[src/pkg/fdl_pkg.sv]
// fdl_pkg: register offsets, field layouts, delay tables and timing constants
// for the fault delay and input current limit block.
// assumes a single 40 MHz clock domain; times are kept in ms as printed.
`default_nettype none

package fdl_pkg;

  // ==========================================================================
  // register offsets (management bus command codes)
  // ==========================================================================
  localparam logic [15:0] UV_REACTION_ADDR = 16'h005A;
  localparam logic [15:0] OC_THRESHOLD_ADDR = 16'h005B;
  localparam logic [15:0] EXPONENT_ADDR = 16'hFE39;

  // ==========================================================================
  // field layouts
  // ==========================================================================
  localparam int DLY_SEL_LSB = 0;
  localparam int DLY_SEL_W = 3;
  localparam int UV_REG_W = 8;
  localparam int MANT_W = 11;
  localparam int EXP_W = 5;
  localparam int THR_EXP_LSB = 11;
  localparam int EXPREG_EXP_LSB = 6;
  localparam int MS_W = 12;
  localparam int CMP_W = 32;

  // ==========================================================================
  // reset values
  // ==========================================================================
  localparam logic [7:0] UV_REACTION_RST = 8'h00;
  localparam logic [10:0] MANTISSA_RST = 11'h7FF;
  localparam logic [15:0] EXPONENT_REG_RST = 16'h0000;

  // ==========================================================================
  // delay times in ms
  // ==========================================================================
  localparam logic [11:0] DLY1_BASE_MS = 12'h000A;  // 10 ms, doubled per code step
  localparam logic [7:0][11:0] DLY2_MS = {
    12'h0A2C,  // code 7: 2604 ms
    12'h08DC,  // code 6: 2268 ms
    12'h078C,  // code 5: 1932 ms
    12'h063C,  // code 4: 1596 ms
    12'h04EC,  // code 3: 1260 ms
    12'h039C,  // code 2: 924 ms
    12'h022E,  // code 1: 558 ms
    12'h00FC   // code 0: 252 ms
  };

  // ==========================================================================
  // timing
  // ==========================================================================
  localparam int CLK_HZ = 40000000;
  localparam int MS_PER_S = 1000;
  localparam int CYC_PER_MS = CLK_HZ / MS_PER_S;

endpackage : fdl_pkg

`default_nettype wire

[src/logic/fdl_fault_ctrl.sv]
// fdl_fault_ctrl: fault delay selector, input overcurrent threshold registers,
// threshold comparator and the shutdown/restart sequencer.
// assumes a synchronous register port driven by the bus front end and a
// measured input current in the same linear units as the threshold.
`default_nettype none

module fdl_fault_ctrl
  import fdl_pkg::*;
#(
  parameter int CYC_PER_MS_P = CYC_PER_MS,
  parameter int MEAS_W = 16
) (
  input wire logic clk_in,
  input wire logic reset_in,
  input wire logic [15:0] reg_addr_in,
  input wire logic reg_wr_in,
  input wire logic reg_rd_in,
  input wire logic [15:0] reg_wdata_in,
  output logic [15:0] reg_rdata_out,
  output logic reg_ack_out,
  output logic reg_err_out,
  input wire logic [MEAS_W-1:0] iin_meas_in,
  output logic oc_fault_out,
  output logic output_enable_out
);

  typedef enum logic [2:0] {
    ST_RUN = 3'b001,
    ST_HOLD = 3'b010,
    ST_OFF = 3'b100
  } fdl_state_t;

  typedef struct packed {
    fdl_state_t state;
    logic [UV_REG_W-1:0] uv_reaction;
    logic [MANT_W-1:0] mantissa;
    logic [15:0] exp_reg;
    logic [15:0] rdata;
    logic ack;
    logic err;
    logic oc_flag;
    logic out_en;
    logic tmr_start;
    logic [MS_W-1:0] tmr_ms;
  } fdl_ctrl_t;

  fdl_ctrl_t cur_ff;
  fdl_ctrl_t nxt_ff;
  logic tmr_done;
  logic [EXP_W-1:0] exp_now;
  logic [DLY_SEL_W-1:0] dly_sel;
  logic [CMP_W-1:0] meas_side;
  logic [CMP_W-1:0] thr_side;
  logic exp_neg;
  logic [EXP_W-1:0] exp_mag;

  // ==========================================================================
  // decoded fields and scaled comparison operands
  // ==========================================================================
  // exponent lives in the separate exponent register; the threshold only mirrors it
  assign exp_now = cur_ff.exp_reg[EXPREG_EXP_LSB +: EXP_W];
  assign dly_sel = cur_ff.uv_reaction[DLY_SEL_LSB +: DLY_SEL_W];
  assign exp_neg = exp_now[EXP_W-1];
  assign exp_mag = exp_neg ? EXP_W'(-exp_now) : exp_now;
  // shift the smaller side instead of dividing, so negative exponents stay exact
  assign meas_side = exp_neg ? (CMP_W'(iin_meas_in) << exp_mag) : CMP_W'(iin_meas_in);
  assign thr_side = exp_neg ? CMP_W'(cur_ff.mantissa) : (CMP_W'(cur_ff.mantissa) << exp_mag);

  // ==========================================================================
  // next state: register port, comparator, sequencer
  // ==========================================================================
  always_comb begin
    nxt_ff = cur_ff;
    nxt_ff.ack = 1'b0;
    nxt_ff.err = 1'b0;
    nxt_ff.tmr_start = 1'b0;
    nxt_ff.oc_flag = meas_side > thr_side;
    // write wins when both strobes arrive in one cycle
    // register writes; threshold exponent bits are dropped on write
    if (reg_wr_in) begin
      nxt_ff.ack = 1'b1;
      unique case (reg_addr_in)
        UV_REACTION_ADDR: nxt_ff.uv_reaction = reg_wdata_in[UV_REG_W-1:0];
        OC_THRESHOLD_ADDR: nxt_ff.mantissa = reg_wdata_in[MANT_W-1:0];
        EXPONENT_ADDR: nxt_ff.exp_reg = reg_wdata_in;
        default: nxt_ff.err = 1'b1;
      endcase
    end else if (reg_rd_in) begin
      nxt_ff.ack = 1'b1;
      unique case (reg_addr_in)
        UV_REACTION_ADDR: nxt_ff.rdata = {8'h00, cur_ff.uv_reaction};
        OC_THRESHOLD_ADDR: nxt_ff.rdata = {exp_now, cur_ff.mantissa};
        EXPONENT_ADDR: nxt_ff.rdata = cur_ff.exp_reg;
        default: begin
          nxt_ff.rdata = 16'h0000;
          nxt_ff.err = 1'b1;
        end
      endcase
    end
    // sequencer; retries never run out since the retry field lives elsewhere
    // delay code is taken as each delay starts; a rewrite applies to the next one
    unique case (cur_ff.state)
      ST_RUN: begin
        nxt_ff.out_en = 1'b1;
        if (cur_ff.oc_flag) begin
          nxt_ff.state = ST_HOLD;
          nxt_ff.tmr_start = 1'b1;
          nxt_ff.tmr_ms = MS_W'(DLY1_BASE_MS << dly_sel);
        end
      end
      ST_HOLD: begin
        // a timer left running by an aborted hold may finish in the cycle of a
        // fresh start; that stale done must not cut the new first delay short
        if (!cur_ff.oc_flag) begin
          nxt_ff.state = ST_RUN;  // fault went away before the first delay ran out
        end else if (tmr_done && !cur_ff.tmr_start) begin
          nxt_ff.state = ST_OFF;
          nxt_ff.out_en = 1'b0;
          nxt_ff.tmr_start = 1'b1;
          nxt_ff.tmr_ms = DLY2_MS[dly_sel];
        end
      end
      // a lasting fault keeps cycling from off through run back to hold and off
      ST_OFF: begin
        nxt_ff.out_en = 1'b0;
        if (tmr_done) begin
          nxt_ff.state = ST_RUN;
          nxt_ff.out_en = 1'b1;
        end
      end
      default: begin
        nxt_ff.state = ST_RUN;
        nxt_ff.out_en = 1'b1;
      end
    endcase
  end

  // ==========================================================================
  // state register
  // ==========================================================================
  always_ff @(posedge clk_in) begin
    if (reset_in) begin
      cur_ff <= '{state: ST_RUN, uv_reaction: UV_REACTION_RST, mantissa: MANTISSA_RST,
                  exp_reg: EXPONENT_REG_RST, rdata: 16'h0000, ack: 1'b0, err: 1'b0,
                  oc_flag: 1'b0, out_en: 1'b0, tmr_start: 1'b0, tmr_ms: 12'h000};
    end else begin
      cur_ff <= nxt_ff;
    end
  end

  // ==========================================================================
  // delay timer
  // ==========================================================================
  fdl_ms_timer #(
    .CYC_PER_MS_P(CYC_PER_MS_P)
  ) u_timer (
    .clk_in(clk_in),
    .reset_in(reset_in),
    .start_in(cur_ff.tmr_start),
    .ms_in(cur_ff.tmr_ms),
    .done_out(tmr_done)
  );

  assign reg_rdata_out = cur_ff.rdata;
  assign reg_ack_out = cur_ff.ack;
  assign reg_err_out = cur_ff.err;
  assign oc_fault_out = cur_ff.oc_flag;
  assign output_enable_out = cur_ff.out_en;
endmodule  // fdl_fault_ctrl

`default_nettype wire

[src/logic/fdl_ms_timer.sv]
// fdl_ms_timer: one-shot millisecond timer with a cycle prescaler.
// assumes start_in is a one-cycle pulse; a new start restarts the count.
`default_nettype none

module fdl_ms_timer
  import fdl_pkg::*;
#(
  parameter int CYC_PER_MS_P = CYC_PER_MS
) (
  input wire logic clk_in,
  input wire logic reset_in,
  input wire logic start_in,
  input wire logic [MS_W-1:0] ms_in,
  output logic done_out
);

  typedef struct packed {
    logic busy;
    logic done;
    logic [MS_W-1:0] ms_left;
    logic [31:0] pre;
  } fdl_tmr_t;

  fdl_tmr_t cur_ff;
  fdl_tmr_t nxt_ff;

  // ==========================================================================
  // next state: prescale cycles to ms ticks, count ms down
  // ==========================================================================
  always_comb begin
    nxt_ff = cur_ff;
    nxt_ff.done = 1'b0;
    if (start_in) begin
      nxt_ff.busy = 1'b1;
      nxt_ff.ms_left = ms_in;
      nxt_ff.pre = 32'(CYC_PER_MS_P - 1);
    end else if (cur_ff.busy) begin
      if (cur_ff.pre == 32'h0000_0000) begin
        nxt_ff.pre = 32'(CYC_PER_MS_P - 1);
        if (cur_ff.ms_left <= 12'h001) begin  // zero ms treated as one
          nxt_ff.busy = 1'b0;
          nxt_ff.done = 1'b1;
        end else begin
          nxt_ff.ms_left = cur_ff.ms_left - 12'h001;
        end
      end else begin
        nxt_ff.pre = cur_ff.pre - 32'h0000_0001;
      end
    end
  end

  // ==========================================================================
  // state register
  // ==========================================================================
  always_ff @(posedge clk_in) begin
    if (reset_in) begin
      cur_ff <= '0;
    end else begin
      cur_ff <= nxt_ff;
    end
  end

  assign done_out = cur_ff.done;
endmodule  // fdl_ms_timer

`default_nettype wire

[config.mk]
export PLATFORM = sky130hd
export DESIGN_NAME = fdl_fault_ctrl
export DESIGN_NICKNAME = d
export VERILOG_FILES = /design/src/pkg/fdl_pkg.sv /design/src/logic/fdl_fault_ctrl.sv /design/src/logic/fdl_ms_timer.sv
export SDC_FILE = /design/constraint.sdc
export NUM_CORES = 1
export LEC_CHECK = 0
export ABC_CLOCK_PERIOD_IN_PS = 9700
export BUFFER_PORTS_ARGS = -buffer_cell sky130_fd_sc_hd__buf_2
export CAP_MARGIN = 15
export CORE_MARGIN = 5
export CORE_UTILIZATION = 55
export DETAILED_ROUTE_END_ITERATION = 8
export GPL_TIMING_DRIVEN = 0
export HOLD_SLACK_MARGIN = 0.03
export PLACE_DENSITY_LB_ADDON = 0.08
export SLEW_MARGIN = 10
export SYNTH_ARGS = -nofsm -noshare
export SYNTH_HDL_FRONTEND = slang
export SYNTH_HIERARCHICAL = 1
export SYNTH_SLANG_ARGS = --single-unit
[constraint.sdc]
create_clock -name clk_in -period 9.7 [get_ports clk_in]
set_clock_uncertainty 0.05 [all_clocks]
set_input_delay 1.94 -clock clk_in [delete_from_list [all_inputs] [get_ports clk_in]]
set_output_delay 1.94 -clock clk_in [all_outputs]
set_load 0.05 [all_outputs]
==> results_dict.tcl, run 1 <==
set metrics [dict create \
    seqPwrFrac 0.386 \
    antenna_found_initial 0 \
    nets 1163 \
    cp-start-kind "register" \
    drt_first_pass_iters 5 \
    p_switching_uw 403.1 \
    grt_setup_unrepaired "no" \
    worst_slew_pin_slew_ns 1.022 \
    synthArstFlopShare 0 \
    antenna_cells 0 \
    ys_seq_area_frac 0.3098 \
    pwr-share-comb 0.163 \
    synth_edf_count 0 \
    synth_top_flop_cell "dfxtp_1" \
    grt_max_degree 17 \
    final_layout_size_suffix_gt1_frac 0.1585 \
    grt_overflow 0 \
    rows 44 \
    start_util 0.5578 \
    fin_crit_sh 0.5986 \
    min_path_type "reg2reg" \
    grt_first_pass_wirelength_um 37120 \
    htreeDepth 4 \
    maxSlewViolCount 0 \
    place.gp.congestion 0.9858 \
    dp_slack_ns 4.111 \
    grt_pass1_vias 7331 \
    fill_cells 1329 \
    p_sw_frac 0.2808 \
    synth_top_area_frac 0.3098 \
    slowest_stage "mux2i_1" \
    hold_violations 0 \
    fin_ws_ns 3.893 \
    syn_nets 1074 \
    viasPerCell 6.126 \
    die-area_um2 17210 \
    end_kind "register" \
    cts_hold_buffers 0 \
    core-area_um2 14480 \
    max_stage_delay_ns 0.80 \
    wire_per_inst_um 17.79 \
    critPathRequiredTime_ns 9.89 \
    cts_setup_buffers 0 \
    period_minus_slack_ns 5.807 \
    cts_made_buffers 17 \
    status "complete, no violations" \
    drt-total-wl_um 22810 \
    cts_sinks 125 \
    die_h_um 131.2 \
    power_density_nw_per_um2 155.1 \
    drc 0 \
    synth_area_per_cell_um2 8.101 \
    yosys.area.top_type "dfxtp_1" \
    leakagePower_uw 0.003829 \
    finalSetupTns_ns 0 \
    syn2layout_area_growth_pct 14.55 \
    root_buffer "clkbuf_16" \
    grt_util_all_layers 0.2553 \
    via_count 7854 \
    path_cells "buf_2 -> buf_6 -> buf_2 -> inv_2 -> ha_1 -> mux2i_1 -> buf_2 -> mux2i_1 -> mux2i_1 -> mux2i_1 -> nor2_1 -> a21oi_1 -> nor2_1 -> a21oi_1 -> ha_1 -> and4_1 -> a221o_1 -> a221oi_1 -> o21ai_0 -> o2111ai_1 -> o311ai_1" \
    layout_commonest_cell "dfxtp_1" \
    pwr-share-clk 0.450 \
    clk_latency_ns 0.43 \
    postSynthCellCount 997 \
    clk_path_buf_depth 2 \
    ys_warn_count 6 \
    critPathMostFrequentCell "mux2i_1" \
    post-place-cells 1251 \
    path_max_fanout 10 \
    cts_resized 0 \
    critPathKind "reg2reg" \
    finalNonFillerCells 1282 \
    ir_drop_uv 147.0 \
    setup_viol 0 \
    clk_pin_slew_ns 0.06 \
    arrival_ns 6.00 \
    synth_seq_cells 125 \
    port_buffers 70 \
    ys_types 85 \
    relSlewSlack 0.2992 \
    fp.dieW_um 131.2 \
    reg2reg_depth 21 \
    dp_hpwl_um 16750 \
    fmax_ghz 0.1722 \
    p_int_uw 1032 \
    dr.first_iter.drc_count 714 \
    ant_nets 0 \
    multi_input_area_um2 5081 \
    drv_cap 0 \
    most-common-layout-cells "dfxtp_1 (125), nor2_1 (114), nand2_1 (111)" \
    min_path_cells 2 \
    cts_tree "yes" \
    io_pins 72 \
    synth_top_cells_by_area "dfxtp_1 (31%), mux2i_1 (7.9%), nor2_1 (5.3%)" \
    ff_latch_area_um2 2502 \
    syn_area_um2 8076 \
]
cell usage after synthesis, types with 7 or more instances:
master,n
a21oi_1,75
or3_1,8
buf_4,19
nor2_1,114
o21ai_0,34
a221oi_1,13
nand2b_1,9
buf_2,11
xor2_1,10
inv_1,18
ha_1,25
mux2i_1,64
nand3_1,22
nand2_1,111
nor4_1,27
nor2b_1,11
xnor2_1,23
a22oi_1,11
and2_1,8
a31oi_1,7
nand3b_1,11
mux2_2,10
clkbuf_1,41
and3_1,9
nand4_1,12
nor3_1,38
dfxtp_1,125
critical path, delay by kind of cell (launching register included):
family / cells / cell delay (ns)
buffers and inverters: 5 / 1.36
AND/OR/NAND/NOR: 3 / 0.34
flip-flops: 1 / 0.31
AO/OA/AOI/OAI: 7 / 1.47
adder cells (fa/ha/maj): 2 / 0.62
multiplexers: 4 / 1.45
power groups by stage:
stage / clock network (µW) / registers (µW) / logic (µW)
3_3_place_gp: 0 / 565 / 229
5_1_grt: 679 / 557 / 259
4_1_cts: 654 / 554 / 234
2_1_floorplan: 0 / 564 / 170
3_5_place_dp: 0 / 565 / 231
6_report: 646 / 554 / 234
logic make-up (layout without fill, tap and decap cells):
group                    count (synthesis)  in the layout  share of synthesized area
AO/OA/AOI/OAI                          203            203                     0.1634
adder cells (fa/ha/maj)                 25             25                    0.03873
other                                    1              1                  0.0004643
flip-flops                             125            125                     0.3098
multiplexers                            84             84                     0.1159
AND/OR/NAND/NOR                        425            425                     0.2708
buffers and inverters                   99            200                    0.06104
XOR/XNOR                                35             35                    0.03981
metrics by stage:
step / util / total power (µW) / cell area, µm² / hold WS [ns]
after global routing: 0.6390 / 1495 / 9251 / 0.4173
after floorplan: - / 733.5 / 8077 / 0.3817
after CTS: 0.6390 / 1442 / 9251 / 0.4036
after detailed placement: 0.5979 / 796.0 / 8657 / 0.3951
final: 0.6390 / 1435 / 9251 / 0.4031
after global placement: 0.5979 / 793.6 / 8657 / 0.3881
final timing paths:
check	startpoint	to	slack (ns)
setup / recovery	cur_ff[39]	oc_fault_out	3.89
hold / removal	cur_ff[47]	cur_ff[47]	0.40
setup reg to reg	cur_ff[39]	oc_fault_out	3.89
hold reg to reg	cur_ff[47]	cur_ff[47]	0.40
final cells by class:
type,count,share of cell area
clock inverters,13,0.01785
inverters,19,0.007709
multi-input cells,773,0.5492
repair buffers,70,0.03787
clock buffers,18,0.04639
flip-flops and latches,125,0.2705
well taps,184,0.02489
plain buffers,80,0.04558
routing by layer:
| metal | global-route usage | vias up | part of all wire |
|---|---|---|---|
| li1 | - | 3804 | - |
| met1 | 0.3535 | 3657 | 0.46 |
| met2 | 0.3877 | 331 | 0.44 |
| met3 | 0.05925 | 62 | 0.071 |
| met4 | 0.09527 | 0 | 0.028 |
| met5 | 0 | - | 0 |
flip-flops by register name (all words and copies together), names as in the netlist, named ones only:
| register | cells |
|---|---|
| output_enable_out | 1 |
| u_timer/cur_ff | 45 |
| reg_err_out | 1 |
| cur_ff | 50 |
| reg_rdata_out | 16 |
| oc_fault_out | 1 |
| reg_ack_out | 1 |
| u_timer/done_out | 1 |
(Power assumes the default switching activity.)
==> run 2, diff against run 1 <==
--- a/config.mk
+++ b/config.mk
@@ -5,7 +5,7 @@
 export SDC_FILE = /design/constraint.sdc
 export NUM_CORES = 1
 export LEC_CHECK = 0
-export ABC_CLOCK_PERIOD_IN_PS = 9700
+export ABC_CLOCK_PERIOD_IN_PS = 5880
 export BUFFER_PORTS_ARGS = -buffer_cell sky130_fd_sc_hd__buf_2
 export CAP_MARGIN = 15
 export CORE_MARGIN = 5
==> constraint.sdc (replaced) <==
create_clock -name clk_in -period 5.88 [get_ports clk_in]
set_clock_uncertainty 0.05 [all_clocks]
set_input_delay 1.176 -clock clk_in [delete_from_list [all_inputs] [get_ports clk_in]]
set_output_delay 1.176 -clock clk_in [all_outputs]
set_load 0.05 [all_outputs]
==> run 2 against run 1 <==
Net effect: fmax grew 4.4%; combinational power is 66% higher; non-clock buffer count stayed put; first-iteration DRC count is 3.9% lower; utilization about the same; final cell count stayed put; sequential power is 65% higher; total power rose by 65%; clock power grew 66%; largest cell class unchanged; die area unchanged; highest routed layer unchanged; worst setup slack got worse by 3.6 ns; critical path depth fell by 1.
==> results_dict.tcl, run 2 (synthesis gave the netlist of run 1 again) <==
set metrics [dict create \
    cts_tree "yes" \
    viasPerCell 6.141 \
    final_layout_size_suffix_gt1_frac 0.1594 \
    ir_drop_uv 243.3 \
    cts_hold_buffers 0 \
    critPathRequiredTime_ns 6.08 \
    maxSlewViolCount 0 \
    fin_crit_sh 0.9458 \
    wire_per_inst_um 17.77 \
    arrival_ns 5.76 \
    clk_latency_ns 0.43 \
    grt_pass1_vias 7331 \
    fmax_ghz 0.1798 \
    finalNonFillerCells 1282 \
    regMostFlops "cur_ff" \
    status "complete, no violations" \
    htreeDepth 4 \
    drt_first_pass_iters 6 \
    fp.dieW_um 131.2 \
    path_max_fanout 10 \
    pwr-share-clk 0.451 \
    worst_slew_pin_slew_ns 0.9902 \
    syn2layout_area_growth_pct 14.59 \
    post-place-cells 1251 \
    drv_cap 0 \
    clk_path_buf_depth 2 \
    drc 0 \
    cp-start-kind "register" \
    grt_overflow 0 \
    start_util 0.5578 \
    period_minus_slack_ns 5.561 \
    reg2reg_slack_ns 0.32 \
    antenna_cells 0 \
    pwr-share-comb 0.164 \
    die_h_um 131.2 \
    setup_viol 0 \
    cts_sinks 125 \
    leakagePower_uw 0.003830 \
    port_buffers 70 \
    core-area_um2 14480 \
    drt-total-wl_um 22780 \
    clk_pin_slew_ns 0.06 \
    power_density_nw_per_um2 256.1 \
    p_sw_frac 0.2815 \
    die-area_um2 17210 \
    rows 44 \
    p_int_uw 1703 \
    grt_setup_unrepaired "no" \
    dp_hpwl_um 16750 \
    hold_violations 0 \
    io_pins 72 \
    critPathKind "reg2reg" \
    cts_made_buffers 17 \
    p_switching_uw 667.2 \
    grt_max_degree 17 \
    dr.first_iter.drc_count 686 \
    layout_commonest_cell "dfxtp_1" \
    finalSetupTns_ns 0 \
    min_path_type "reg2reg" \
    end_kind "register" \
    seqPwrFrac 0.386 \
    nets 1163 \
    place.gp.congestion 0.9858 \
    largest_register_ffs 50 \
    antenna_found_initial 0 \
    root_buffer "clkbuf_16" \
    grt_util_all_layers 0.2553 \
    via_count 7873 \
    relSlewSlack 0.3338 \
    grt_first_pass_wirelength_um 37120 \
    most-common-layout-cells "dfxtp_1 (125), nor2_1 (114), nand2_1 (111)" \
    ant_nets 0 \
]
==> run 2: timing repair <==
| item | in CTS | in global routing |
|---|---|---|
| setup endpoints to repair | 0 | 1 |
| setup buffers | 0 | 0 |
| gates resized for setup | 0 | 1 |
==> run 2: power by group through the flow <==
| stage | sequential (µW) | combinational, µW | clock, µW |
|---|---|---|---|
| CTS | 914 | 386 | 1080 |
| floorplan | 930 | 280 | 0 |
| finish | 914 | 388 | 1070 |
| global route | 919 | 428 | 1120 |
| detailed placement | 932 | 382 | 0 |
| global placement | 931 | 378 | 0 |
==> run 2: critical path: stages (launching register included) <==
cell and delay, ns:
dfxtp_1 0.30, buf_2 0.21, buf_6 0.20, buf_2 0.28, inv_2 0.19, ha_1 0.26, nand2b_2 0.22, xnor2_2 0.37
clkbuf_1 0.52, clkbuf_1 0.55, mux2i_1 0.27, o221ai_1 0.14, o21ai_0 0.13, ha_1 0.29, a21oi_1 0.16, nand2_1 0.06
a221o_1 0.34, a221oi_1 0.38, o21ai_0 0.15, o2111ai_1 0.13, o311ai_1 0.18
==> run 2: stage by stage <==
step / util / worst slack (ns) / hold slack, ns / power, µW / instance area (µm²)
floorplan: - / 1.531 / 0.3817 / 1210 / 8077
global placement: 0.5979 / 0.2088 / 0.3881 / 1309 / 8657
detailed placement: 0.5979 / 0.2911 / 0.3951 / 1313 / 8657
CTS: 0.6390 / 0.2538 / 0.4036 / 2379 / 9251
global route: 0.6392 / 0.01396 / 0.4173 / 2467 / 9255
finish: 0.6392 / 0.3186 / 0.4028 / 2370 / 9255
==> run 2: area by class of cell <==
class,instances,area [µm²]
plain buffers,80,421.7
clock buffers,18,429.2
clock inverters,13,165.2
fillers,1328,5224
inverters,19,71.32
multi-input cells,773,5085
flip-flops and latches,125,2502
well taps,184,230.2
repair buffers,70,350.3
==> run 2: final timing paths <==
check        startpoint            to  depth (start not counted)
min reg2reg  cur_ff[46]    cur_ff[46]                          2
min          cur_ff[46]    cur_ff[46]                          2
max          cur_ff[39]  oc_fault_out                         20
max reg2reg  cur_ff[39]  oc_fault_out                         20
==> run 2: metal layers <==
metal,part of all wire,vias to the layer above,global-route usage
met4,0.024,0,0.09527
met3,0.076,49,0.05925
met2,0.45,344,0.3877
li1,-,3802,-
met1,0.45,3678,0.3535
met5,0,-,0
